$ cat src/rtl/scs_defines.svh
// Purpose: constants of the system clock selection block
// Assumes: one clock, synchronous reset, plain register port
// Notes: types live in scs_pkg
`ifndef SCS_DEFINES_SVH
`define SCS_DEFINES_SVH

// ----------------------------------------
// register map
// ----------------------------------------
`define SCS_ADDR_W 2
`define SCS_ADDR_MODE 2'h0
`define SCS_ADDR_STAT 2'h1
`define SCS_ADDR_MCYC 2'h2

// ----------------------------------------
// fields and reset values
// ----------------------------------------
`define SCS_SRC_LSB 0
`define SCS_DIV_LSB 2
`define SCS_STAT_RSVD_BIT 2
`define SCS_MODE_RESET 4'hC
`define SCS_SRC_RESERVED 2'h3

// ----------------------------------------
// timing counts
// ----------------------------------------
`define SCS_RING_DIV 8
`define SCS_STEP_LAST 2'h2

`endif

$ cat src/rtl/scs_pkg.sv
// Purpose: shared types of the system clock selection block
// Assumes: nothing beyond the defines header
// Notes: enum order matches the mode register codes
package scs_pkg;

    typedef enum logic [1:0] {
        SCS_SRC_RING,
        SCS_SRC_MAIN,
        SCS_SRC_SUB,
        SCS_SRC_RSVD
    } scs_src_t;

    typedef enum logic [1:0] {
        SCS_DIV_1,
        SCS_DIV_2,
        SCS_DIV_4,
        SCS_DIV_8
    } scs_div_t;

    typedef struct packed {
        scs_div_t divide;
        scs_src_t source;
    } scs_mode_t;

endpackage

$ cat src/rtl/scs_prescale.sv
// Purpose: power-of-two divider of a source tick stream
// Assumes: tick_in is a one-cycle pulse
// Notes: restart clears the count so a new ratio starts clean
`timescale 1ns/1ps
module scs_prescale (
    input wire logic clk,
    input wire logic rst,
    input wire logic restart,
    input wire logic tick_in,
    input wire logic [1:0] sel,
    output logic tick_out
);
    logic [2:0] cnt_q;
    logic [3:0] mask;

    assign mask = (4'h1 << sel) - 4'h1;

    always_ff @(posedge clk) begin
        if (rst || restart) begin
            cnt_q <= 3'h0;
        end else if (tick_in) begin
            cnt_q <= cnt_q + 3'h1;
        end
    end

    always_ff @(posedge clk) begin
        if (rst || restart) begin
            tick_out <= 1'b0;
        end else begin
            tick_out <= tick_in && ((cnt_q & mask[2:0]) == mask[2:0]);
        end
    end
endmodule

$ cat src/rtl/scs_div3.sv
// Purpose: divide-by-three of the system clock ticks
// Assumes: tick_in is a one-cycle pulse
// Notes: phase shows where the machine cycle stands
`timescale 1ns/1ps
`include "scs_defines.svh"
module scs_div3 (
    input wire logic clk,
    input wire logic rst,
    input wire logic restart,
    input wire logic tick_in,
    output logic tick_out,
    output logic [1:0] phase
);
    always_ff @(posedge clk) begin
        if (rst || restart) begin
            phase <= 2'h0;
        end else if (tick_in) begin
            phase <= (phase == `SCS_STEP_LAST) ? 2'h0 : phase + 2'h1;
        end
    end

    always_ff @(posedge clk) begin
        if (rst || restart) begin
            tick_out <= 1'b0;
        end else begin
            tick_out <= tick_in && (phase == `SCS_STEP_LAST);
        end
    end
endmodule

$ cat src/rtl/scs_clock_select.sv
// Purpose: system clock source and ratio selection, instruction clock
// Assumes: pin inputs synchronous to CLK, sources slower than CLK/2
// Notes: clocks are carried as one-cycle tick pulses, not real clocks
//
// The plain strobed port and the register addresses were left to the implementer.
`timescale 1ns/1ps
`include "scs_defines.svh"
module scs_clock_select #(
    parameter int RING_DIV = `SCS_RING_DIV
) (
    // clock and reset
    input wire logic CLK,
    input wire logic RST,
    // oscillator inputs
    input wire logic MAIN_OSC_IN,
    input wire logic SUB_OSC_IN,
    // register port
    input wire logic [`SCS_ADDR_W-1:0] ADDR,
    input wire logic [3:0] WDATA,
    input wire logic WR,
    input wire logic RD,
    output logic [3:0] RDATA,
    // mode and derived clocks
    output scs_pkg::scs_mode_t MODE,
    output logic CORE_TIMEBASE,
    output logic CPU_STEP_CLOCK,
    output logic [1:0] CPU_STEP_PHASE,
    output logic MACHINE_CYCLE
);
    import scs_pkg::*;

    // ----------------------------------------
    // state
    // ----------------------------------------
    scs_mode_t mode_q;
    logic rsvd_hit_q;
    logic restart_q;
    logic [3:0] mcyc_q;
    logic [3:0] rdata_q;
    logic main_prev_q;
    logic sub_prev_q;
    logic [7:0] ring_cnt_q;
    logic ring_tick_q;
    logic main_tick_q;
    logic sub_tick_q;
    logic src_tick_q;
    logic src_tick_d;
    logic core_tick;
    logic step_tick;
    logic [1:0] step_phase;
    logic wr_mode;
    logic wr_stat;
    logic rsvd_wr;
    scs_mode_t mode_d;

    assign wr_mode = WR && (ADDR == `SCS_ADDR_MODE);
    assign wr_stat = WR && (ADDR == `SCS_ADDR_STAT);
    assign rsvd_wr = wr_mode && (WDATA[1:0] == `SCS_SRC_RESERVED);

    // ----------------------------------------
    // mode register
    // ----------------------------------------
    always_comb begin
        mode_d = mode_q;
        mode_d.divide = scs_div_t'(WDATA[`SCS_DIV_LSB+1:`SCS_DIV_LSB]);
        if (!rsvd_wr) begin
            mode_d.source = scs_src_t'(WDATA[`SCS_SRC_LSB+1:`SCS_SRC_LSB]);
        end
    end

    always_ff @(posedge CLK) begin
        if (RST) begin
            mode_q <= `SCS_MODE_RESET;
        end else if (wr_mode) begin
            mode_q <= mode_d;
        end
    end

    // restarting the dividers on a change avoids a runt first tick
    always_ff @(posedge CLK) begin
        if (RST) begin
            restart_q <= 1'b0;
        end else begin
            restart_q <= wr_mode && (mode_d != mode_q);
        end
    end

    // reserved write flagged, set beats clear
    always_ff @(posedge CLK) begin
        if (RST) begin
            rsvd_hit_q <= 1'b0;
        end else if (rsvd_wr) begin
            rsvd_hit_q <= 1'b1;
        end else if (wr_stat && WDATA[`SCS_STAT_RSVD_BIT]) begin
            rsvd_hit_q <= 1'b0;
        end
    end

    // ----------------------------------------
    // read port
    // ----------------------------------------
    always_ff @(posedge CLK) begin
        if (RST || !RD) begin
            rdata_q <= 4'h0;
        end else begin
            unique case (ADDR)
                `SCS_ADDR_MODE: rdata_q <= mode_q;
                `SCS_ADDR_STAT: rdata_q <= {1'b0, rsvd_hit_q, mode_q.source};
                `SCS_ADDR_MCYC: rdata_q <= mcyc_q;
                default: rdata_q <= 4'h0;
            endcase
        end
    end

    // ----------------------------------------
    // source clocks
    // ----------------------------------------
    // on-chip oscillator from CLK
    always_ff @(posedge CLK) begin
        if (RST) begin
            ring_cnt_q <= 8'h00;
            ring_tick_q <= 1'b0;
        end else if (ring_cnt_q == 8'(RING_DIV - 1)) begin
            ring_cnt_q <= 8'h00;
            ring_tick_q <= 1'b1;
        end else begin
            ring_cnt_q <= ring_cnt_q + 8'h01;
            ring_tick_q <= 1'b0;
        end
    end

    // main pin serves all three kinds
    always_ff @(posedge CLK) begin
        if (RST) begin
            main_prev_q <= 1'b0;
            main_tick_q <= 1'b0;
        end else begin
            main_prev_q <= MAIN_OSC_IN;
            main_tick_q <= MAIN_OSC_IN && !main_prev_q;
        end
    end

    always_ff @(posedge CLK) begin
        if (RST) begin
            sub_prev_q <= 1'b0;
            sub_tick_q <= 1'b0;
        end else begin
            sub_prev_q <= SUB_OSC_IN;
            sub_tick_q <= SUB_OSC_IN && !sub_prev_q;
        end
    end

    // ----------------------------------------
    // source selection
    // ----------------------------------------
    always_comb begin
        unique case (mode_q.source)
            SCS_SRC_RING: src_tick_d = ring_tick_q;
            SCS_SRC_MAIN: src_tick_d = main_tick_q;
            SCS_SRC_SUB: src_tick_d = sub_tick_q;
            SCS_SRC_RSVD: src_tick_d = 1'b0;
        endcase
    end

    always_ff @(posedge CLK) begin
        if (RST) begin
            src_tick_q <= 1'b0;
        end else begin
            src_tick_q <= src_tick_d;
        end
    end

    // ----------------------------------------
    // dividers
    // ----------------------------------------
    scs_prescale u_prescale (
        .clk(CLK),
        .rst(RST),
        .restart(restart_q),
        .tick_in(src_tick_q),
        .sel(mode_q.divide),
        .tick_out(core_tick)
    );

    scs_div3 u_div3 (
        .clk(CLK),
        .rst(RST),
        .restart(restart_q),
        .tick_in(core_tick),
        .tick_out(step_tick),
        .phase(step_phase)
    );

    always_ff @(posedge CLK) begin
        if (RST) begin
            mcyc_q <= 4'h0;
        end else if (step_tick) begin
            mcyc_q <= mcyc_q + 4'h1;
        end
    end

    // ----------------------------------------
    // outputs
    // ----------------------------------------
    assign RDATA = rdata_q;
    assign MODE = mode_q;
    assign CORE_TIMEBASE = core_tick;
    assign CPU_STEP_CLOCK = step_tick;
    assign CPU_STEP_PHASE = step_phase;
    assign MACHINE_CYCLE = step_tick;

    // ----------------------------------------
    // checks
    // ----------------------------------------
    logic [2:0] core_seen_q;

    always_ff @(posedge CLK) begin
        if (RST || restart_q) begin
            core_seen_q <= 3'h0;
        end else if (step_tick) begin
            core_seen_q <= core_tick ? 3'h1 : 3'h0;
        end else if (core_tick && core_seen_q != 3'h7) begin
            core_seen_q <= core_seen_q + 3'h1;
        end
    end

    property p_reset_mode;
        @(posedge CLK) RST |=> (mode_q == `SCS_MODE_RESET) && !CORE_TIMEBASE;
    endproperty
    a_reset_mode: assert property (p_reset_mode) else $error("mode not reset");

    property p_src_write;
        @(posedge CLK) disable iff (RST)
        (wr_mode && !rsvd_wr) |=> (mode_q.source == $past(WDATA[1:0]));
    endproperty
    a_src_write: assert property (p_src_write) else $error("source not taken");

    property p_div_write;
        @(posedge CLK) disable iff (RST)
        wr_mode |=> (mode_q.divide == $past(WDATA[3:2]));
    endproperty
    a_div_write: assert property (p_div_write) else $error("divide not taken");

    property p_rsvd_keep;
        @(posedge CLK) disable iff (RST)
        rsvd_wr |=> (mode_q.source == $past(mode_q.source)) && rsvd_hit_q;
    endproperty
    a_rsvd_keep: assert property (p_rsvd_keep) else $error("reserved code used");

    property p_div1_pass;
        @(posedge CLK) disable iff (RST)
        (src_tick_q && mode_q.divide == SCS_DIV_1 && !restart_q && !wr_mode) |=> CORE_TIMEBASE;
    endproperty
    a_div1_pass: assert property (p_div1_pass) else $error("through mode lost tick");

    property p_core_cause;
        @(posedge CLK) disable iff (RST)
        CORE_TIMEBASE |-> $past(src_tick_q);
    endproperty
    a_core_cause: assert property (p_core_cause) else $error("core tick without source");

    property p_step_three;
        @(posedge CLK) disable iff (RST)
        CPU_STEP_CLOCK |-> (core_seen_q == 3'h3);
    endproperty
    a_step_three: assert property (p_step_three) else $error("step not after three ticks");

    property p_mcycle;
        @(posedge CLK) disable iff (RST)
        CPU_STEP_CLOCK |=> (mcyc_q == $past(mcyc_q) + 4'h1);
    endproperty
    a_mcycle: assert property (p_mcycle) else $error("machine cycle not counted");

    property p_ring_runs;
        @(posedge CLK) disable iff (RST)
        ring_tick_q |=> !ring_tick_q;
    endproperty
    a_ring_runs: assert property (p_ring_runs) else $error("on-chip tick too long");

    property p_mode_read;
        @(posedge CLK) disable iff (RST)
        (RD && ADDR == `SCS_ADDR_MODE) |=> (RDATA == $past(mode_q));
    endproperty
    a_mode_read: assert property (p_mode_read) else $error("mode read back wrong");

    property p_step_phase;
        @(posedge CLK) disable iff (RST)
        CPU_STEP_CLOCK |-> (CPU_STEP_PHASE == 2'h0);
    endproperty
    a_step_phase: assert property (p_step_phase) else $error("step phase not restarted");

    property p_phase_range;
        @(posedge CLK) disable iff (RST)
        CPU_STEP_PHASE != 2'h3;
    endproperty
    a_phase_range: assert property (p_phase_range) else $error("step phase out of range");

    property p_rsvd_clear;
        @(posedge CLK) disable iff (RST)
        (wr_stat && WDATA[`SCS_STAT_RSVD_BIT]) |=> !rsvd_hit_q;
    endproperty
    a_rsvd_clear: assert property (p_rsvd_clear) else $error("reserved flag not cleared");

    c_div8: cover property (@(posedge CLK) disable iff (RST) CORE_TIMEBASE && mode_q.divide == SCS_DIV_8);
    c_main: cover property (@(posedge CLK) disable iff (RST) CPU_STEP_CLOCK && mode_q.source == SCS_SRC_MAIN);
    c_sub: cover property (@(posedge CLK) disable iff (RST) CPU_STEP_CLOCK && mode_q.source == SCS_SRC_SUB);
    c_rsvd: cover property (@(posedge CLK) disable iff (RST) rsvd_wr);
endmodule

$ cat config.mk
export PLATFORM = sky130hd
export DESIGN_NAME = scs_clock_select
export DESIGN_NICKNAME = d
export VERILOG_FILES = /design/src/rtl/scs_pkg.sv /design/src/rtl/scs_prescale.sv /design/src/rtl/scs_div3.sv /design/src/rtl/scs_clock_select.sv
export VERILOG_INCLUDE_DIRS = /design/src /design/src/rtl
export SDC_FILE = /design/constraint.sdc
export NUM_CORES = 1
export LEC_CHECK = 0
export BUFFER_PORTS_ARGS = -buffer_cell sky130_fd_sc_hd__buf_4
export CAP_MARGIN = 0
export CORE_ASPECT_RATIO = 1.25
export CORE_UTILIZATION = 35
export CTS_BUF_LIST = sky130_fd_sc_hd__clkbuf_8
export DETAILED_ROUTE_END_ITERATION = 7
export GPL_ROUTABILITY_DRIVEN = 0
export SYNTH_ARGS = -nofsm -noshare
export SYNTH_HDL_FRONTEND = slang
export SYNTH_SLANG_ARGS = --single-unit
export TNS_END_PERCENT = 50
$ cat constraint.sdc
create_clock -name CLK -period 1.6 [get_ports CLK]
set_input_delay 0 -clock CLK [delete_from_list [all_inputs] [get_ports CLK]]
set_output_delay 0 -clock CLK [all_outputs]
set_load 0.1 [all_outputs]
==> run_results.csv <==
group,metric,value,unit
route,drt_wl_total,2.77,mm
floorplan,die_area,4290,µm²
clocking,cts-htree-levels,2,
route,drcViolationCount,0,
flow_run,maxCapViolations,0,
run_status,status,"finished clean",
sta,period_minus_slack,1.49,ns
yosys,synth_fa_ha_area_frac,0.0266,
placed_design,place.port_buffers,24,
yosys,synth_edf_count,0,
route,drt_iter0_drc,46,
setup_path,worst-setup-path-type,"flop to flop",
floorplan,num_rows,25,
clocking,root_buffer,"clkbuf_8",
route,vias,1159,
sta,max_freq,670,MHz
placed_design,place_area,1630,µm²
yosys,synth-simple-area-share,0.243,
pwr,totalPowerFinal,1.87,mW
yosys,yosys.area.top_type_share,0.497,
yosys,synth_area,1410,µm²
sta,fin_worst_skew,0.00569,ns
sta,rsz0062_at_grt,"no",
sta,worst_pin_slew,0.454,ns
pwr,p_leak,0.720,nW
global_route,track_usage,0.141,
yosys,ys_types,38,
yosys,synth.area.top_cells,"dfxtp_1, nor2_1, mux2i_1, nand2_1, xnor2_1",
finish,drive_gt1_frac,0.213,
finish,final_util,0.474,
clocking,clk_pin_slew,0.07,ns
finish,n_antenna_cell,0,
route,ant_nets,0,
setup_path,crit_fanout,4,
setup_path,start_kind,"flop",
finish,n_fill_cell,390,
placed_design,hpwl,2.04,mm
sta,finalHoldViolCount,0,
clocking,cts_setup_buffers,0,
pwr,ir_worst_vdd,0.000353,V
yosys,synth_area_per_cell,9.34,µm²
finish,syn_to_final_growth,28.3,%
sta,relSlewSlack,0.694,
route,vias_per_cell,4.89,
floorplan,start_util,0.370,
floorplan,die_w,58.8,µm
setup_path,worstPathRequired,1.77,ns
yosys,synth_top_family_by_area,"simple AND/OR/NAND/NOR gates",
setup_path,arrival,1.66,ns
route,drt_first_pass_iters,4,
yosys,synth-compound-area-share,0.0896,
clocking,cts_tree,"done",
clocking,post_cts_resized,0,
yosys,async_flop_share,0,
sta,slew_violations,0,
sta,tns,0,ns
finish,finalNetCount,197,
setup_path,cp-end-kind,"flop",
yosys,syn_inst,151,
clocking,cts_made_buffers,5,
floorplan,fp.coreArea,3820,µm²
worst_hold_path,hp-class,"primary input to flop",
placed_design,pre_cts_ws,0.122,ns
yosys,ys_seq_area_frac,0.497,
yosys,synth_ff_type,"dfxtp_1",
sta,setup_viol,0,
clocking,cts_buffer_depth,2,
route,wl_per_cell,11.7,µm
yosys,synth_seq_cells,35,
sta,post-route-period-util,0.933,
global_route,grt_pass1_wl,4.49,mm
yosys,yosys_warnings,0,
global_route,grt_max_degree,19,
yosys,syn-num-nets,166,
global_route,grt_pass1_vias,1051,
global_route,grt.overflow.total,0,
yosys,synth_xor_area_frac,0.0621,
floorplan,io_pins,25,
sta,finalWorstSetupSlack,0.108,ns
clocking,cts.sinks,35,
yosys,synthMuxAreaShare,0.0435,
pwr,power_density,1030,nW/µm²
global_route,antenna_found_initial,0,
yosys,yosys.area.top_type,"dfxtp_1",
finish,fin_area,1810,µm²
floorplan,die_h,73.0,µm
clocking,insertion_delay,0.28,ns
synthesized netlist by cell type, types with 3 or more instances:
library cell,instances
or3_1,4
a21oi_1,8
clkbuf_1,3
o21ai_0,5
nand2_1,12
mux2i_1,5
ha_1,3
xnor2_1,5
nor3_1,3
inv_1,5
nand3_1,4
dfxtp_1,35
nor2b_1,6
nor2_1,19
xor2_1,5
layer usage:
metal  GRT usage  share of wire
met2       0.244           0.47
met5           0              0
met4      0.0635          0.017
met1       0.159           0.46
met3      0.0390          0.057
cell families after synthesis:
| family | count (synthesis) |
|---|---|
| AOI/OAI and AO/OA | 20 |
| xor gates and xnor gates | 10 |
| adders and majority gates | 3 |
| buffers and inverters | 12 |
| DFF | 35 |
| muxes | 6 |
| and+or+nand+nor | 65 |
timing repair:
action / in CTS / in global routing
hold buffers: 6 / 0
setup endpoints to repair: 0 / 0
hold endpoints to repair: 6 / 0
path summary, 6_finish.rpt:
kind / start / to / slack (ns) / cells after the start
worst max-delay path: ring_cnt_q[0] / ring_cnt_q[1] / 0.11 / 4
worst min-delay path: WDATA[0] / rsvd_hit_q / 0.02 / 3
worst max register to register: ring_cnt_q[0] / ring_cnt_q[1] / 0.11 / 4
worst min register to register: main_prev_q / main_tick_q / 0.38 / 1
critical path: stages (launching register included):
cell,delay [ns]
dfxtp_1,0.35
ha_1,0.22
nand2_1,0.12
or4_1,0.49
and3_1,0.20
placed cells by master, fill, tap and decap left out, drive strengths merged, types with 3 or more instances in the layout:
cell type    count
nor2            19
or3              4
ha               3
clkbuf           6
nand2           12
o21ai            6
xnor2            5
buf             24
nor2b            6
dlygate4sd3      6
nor3             3
inv              6
mux2i            5
dfxtp           35
xor2             5
nand3            4
a21oi            8
state kept, by name, indices dropped and copies added (netlist names), 2 cells and up:
name / flops
ring_cnt_q: 8
MODE: 4
RDATA: 4
mcyc_q: 4
u_prescale.cnt_q: 3
u_div3.phase: 2
power by group:
group          total (mW)  internal [mW]  switching (mW)
clock               0.807          0.504           0.303
combinational       0.158         0.0638          0.0937
sequential          0.906          0.892          0.0146
total                1.87           1.46           0.411
layout make-up:
| cell class | instances | area, µm² | share of cell area |
|---|---|---|---|
| clock buffers | 6 | 82.6 | 0.0456 |
| inverters | 6 | 22.5 | 0.0124 |
| well taps | 54 | 67.6 | 0.0373 |
| clock inverters | 2 | 35.0 | 0.0194 |
| repair buffers | 30 | 240 | 0.133 |
| flip-flops and latches | 35 | 706 | 0.390 |
| multi-input cells | 104 | 656 | 0.362 |
through the flow:
stage	std cells	hold slack, ns
floorplan	151	0.127
global placement	223	0.243
detailed placement	223	0.253
CTS	237	0.00785
global route	237	0.0262
finish	237	0.0211
No activity file was read; power rests on OpenSTA's default activity.
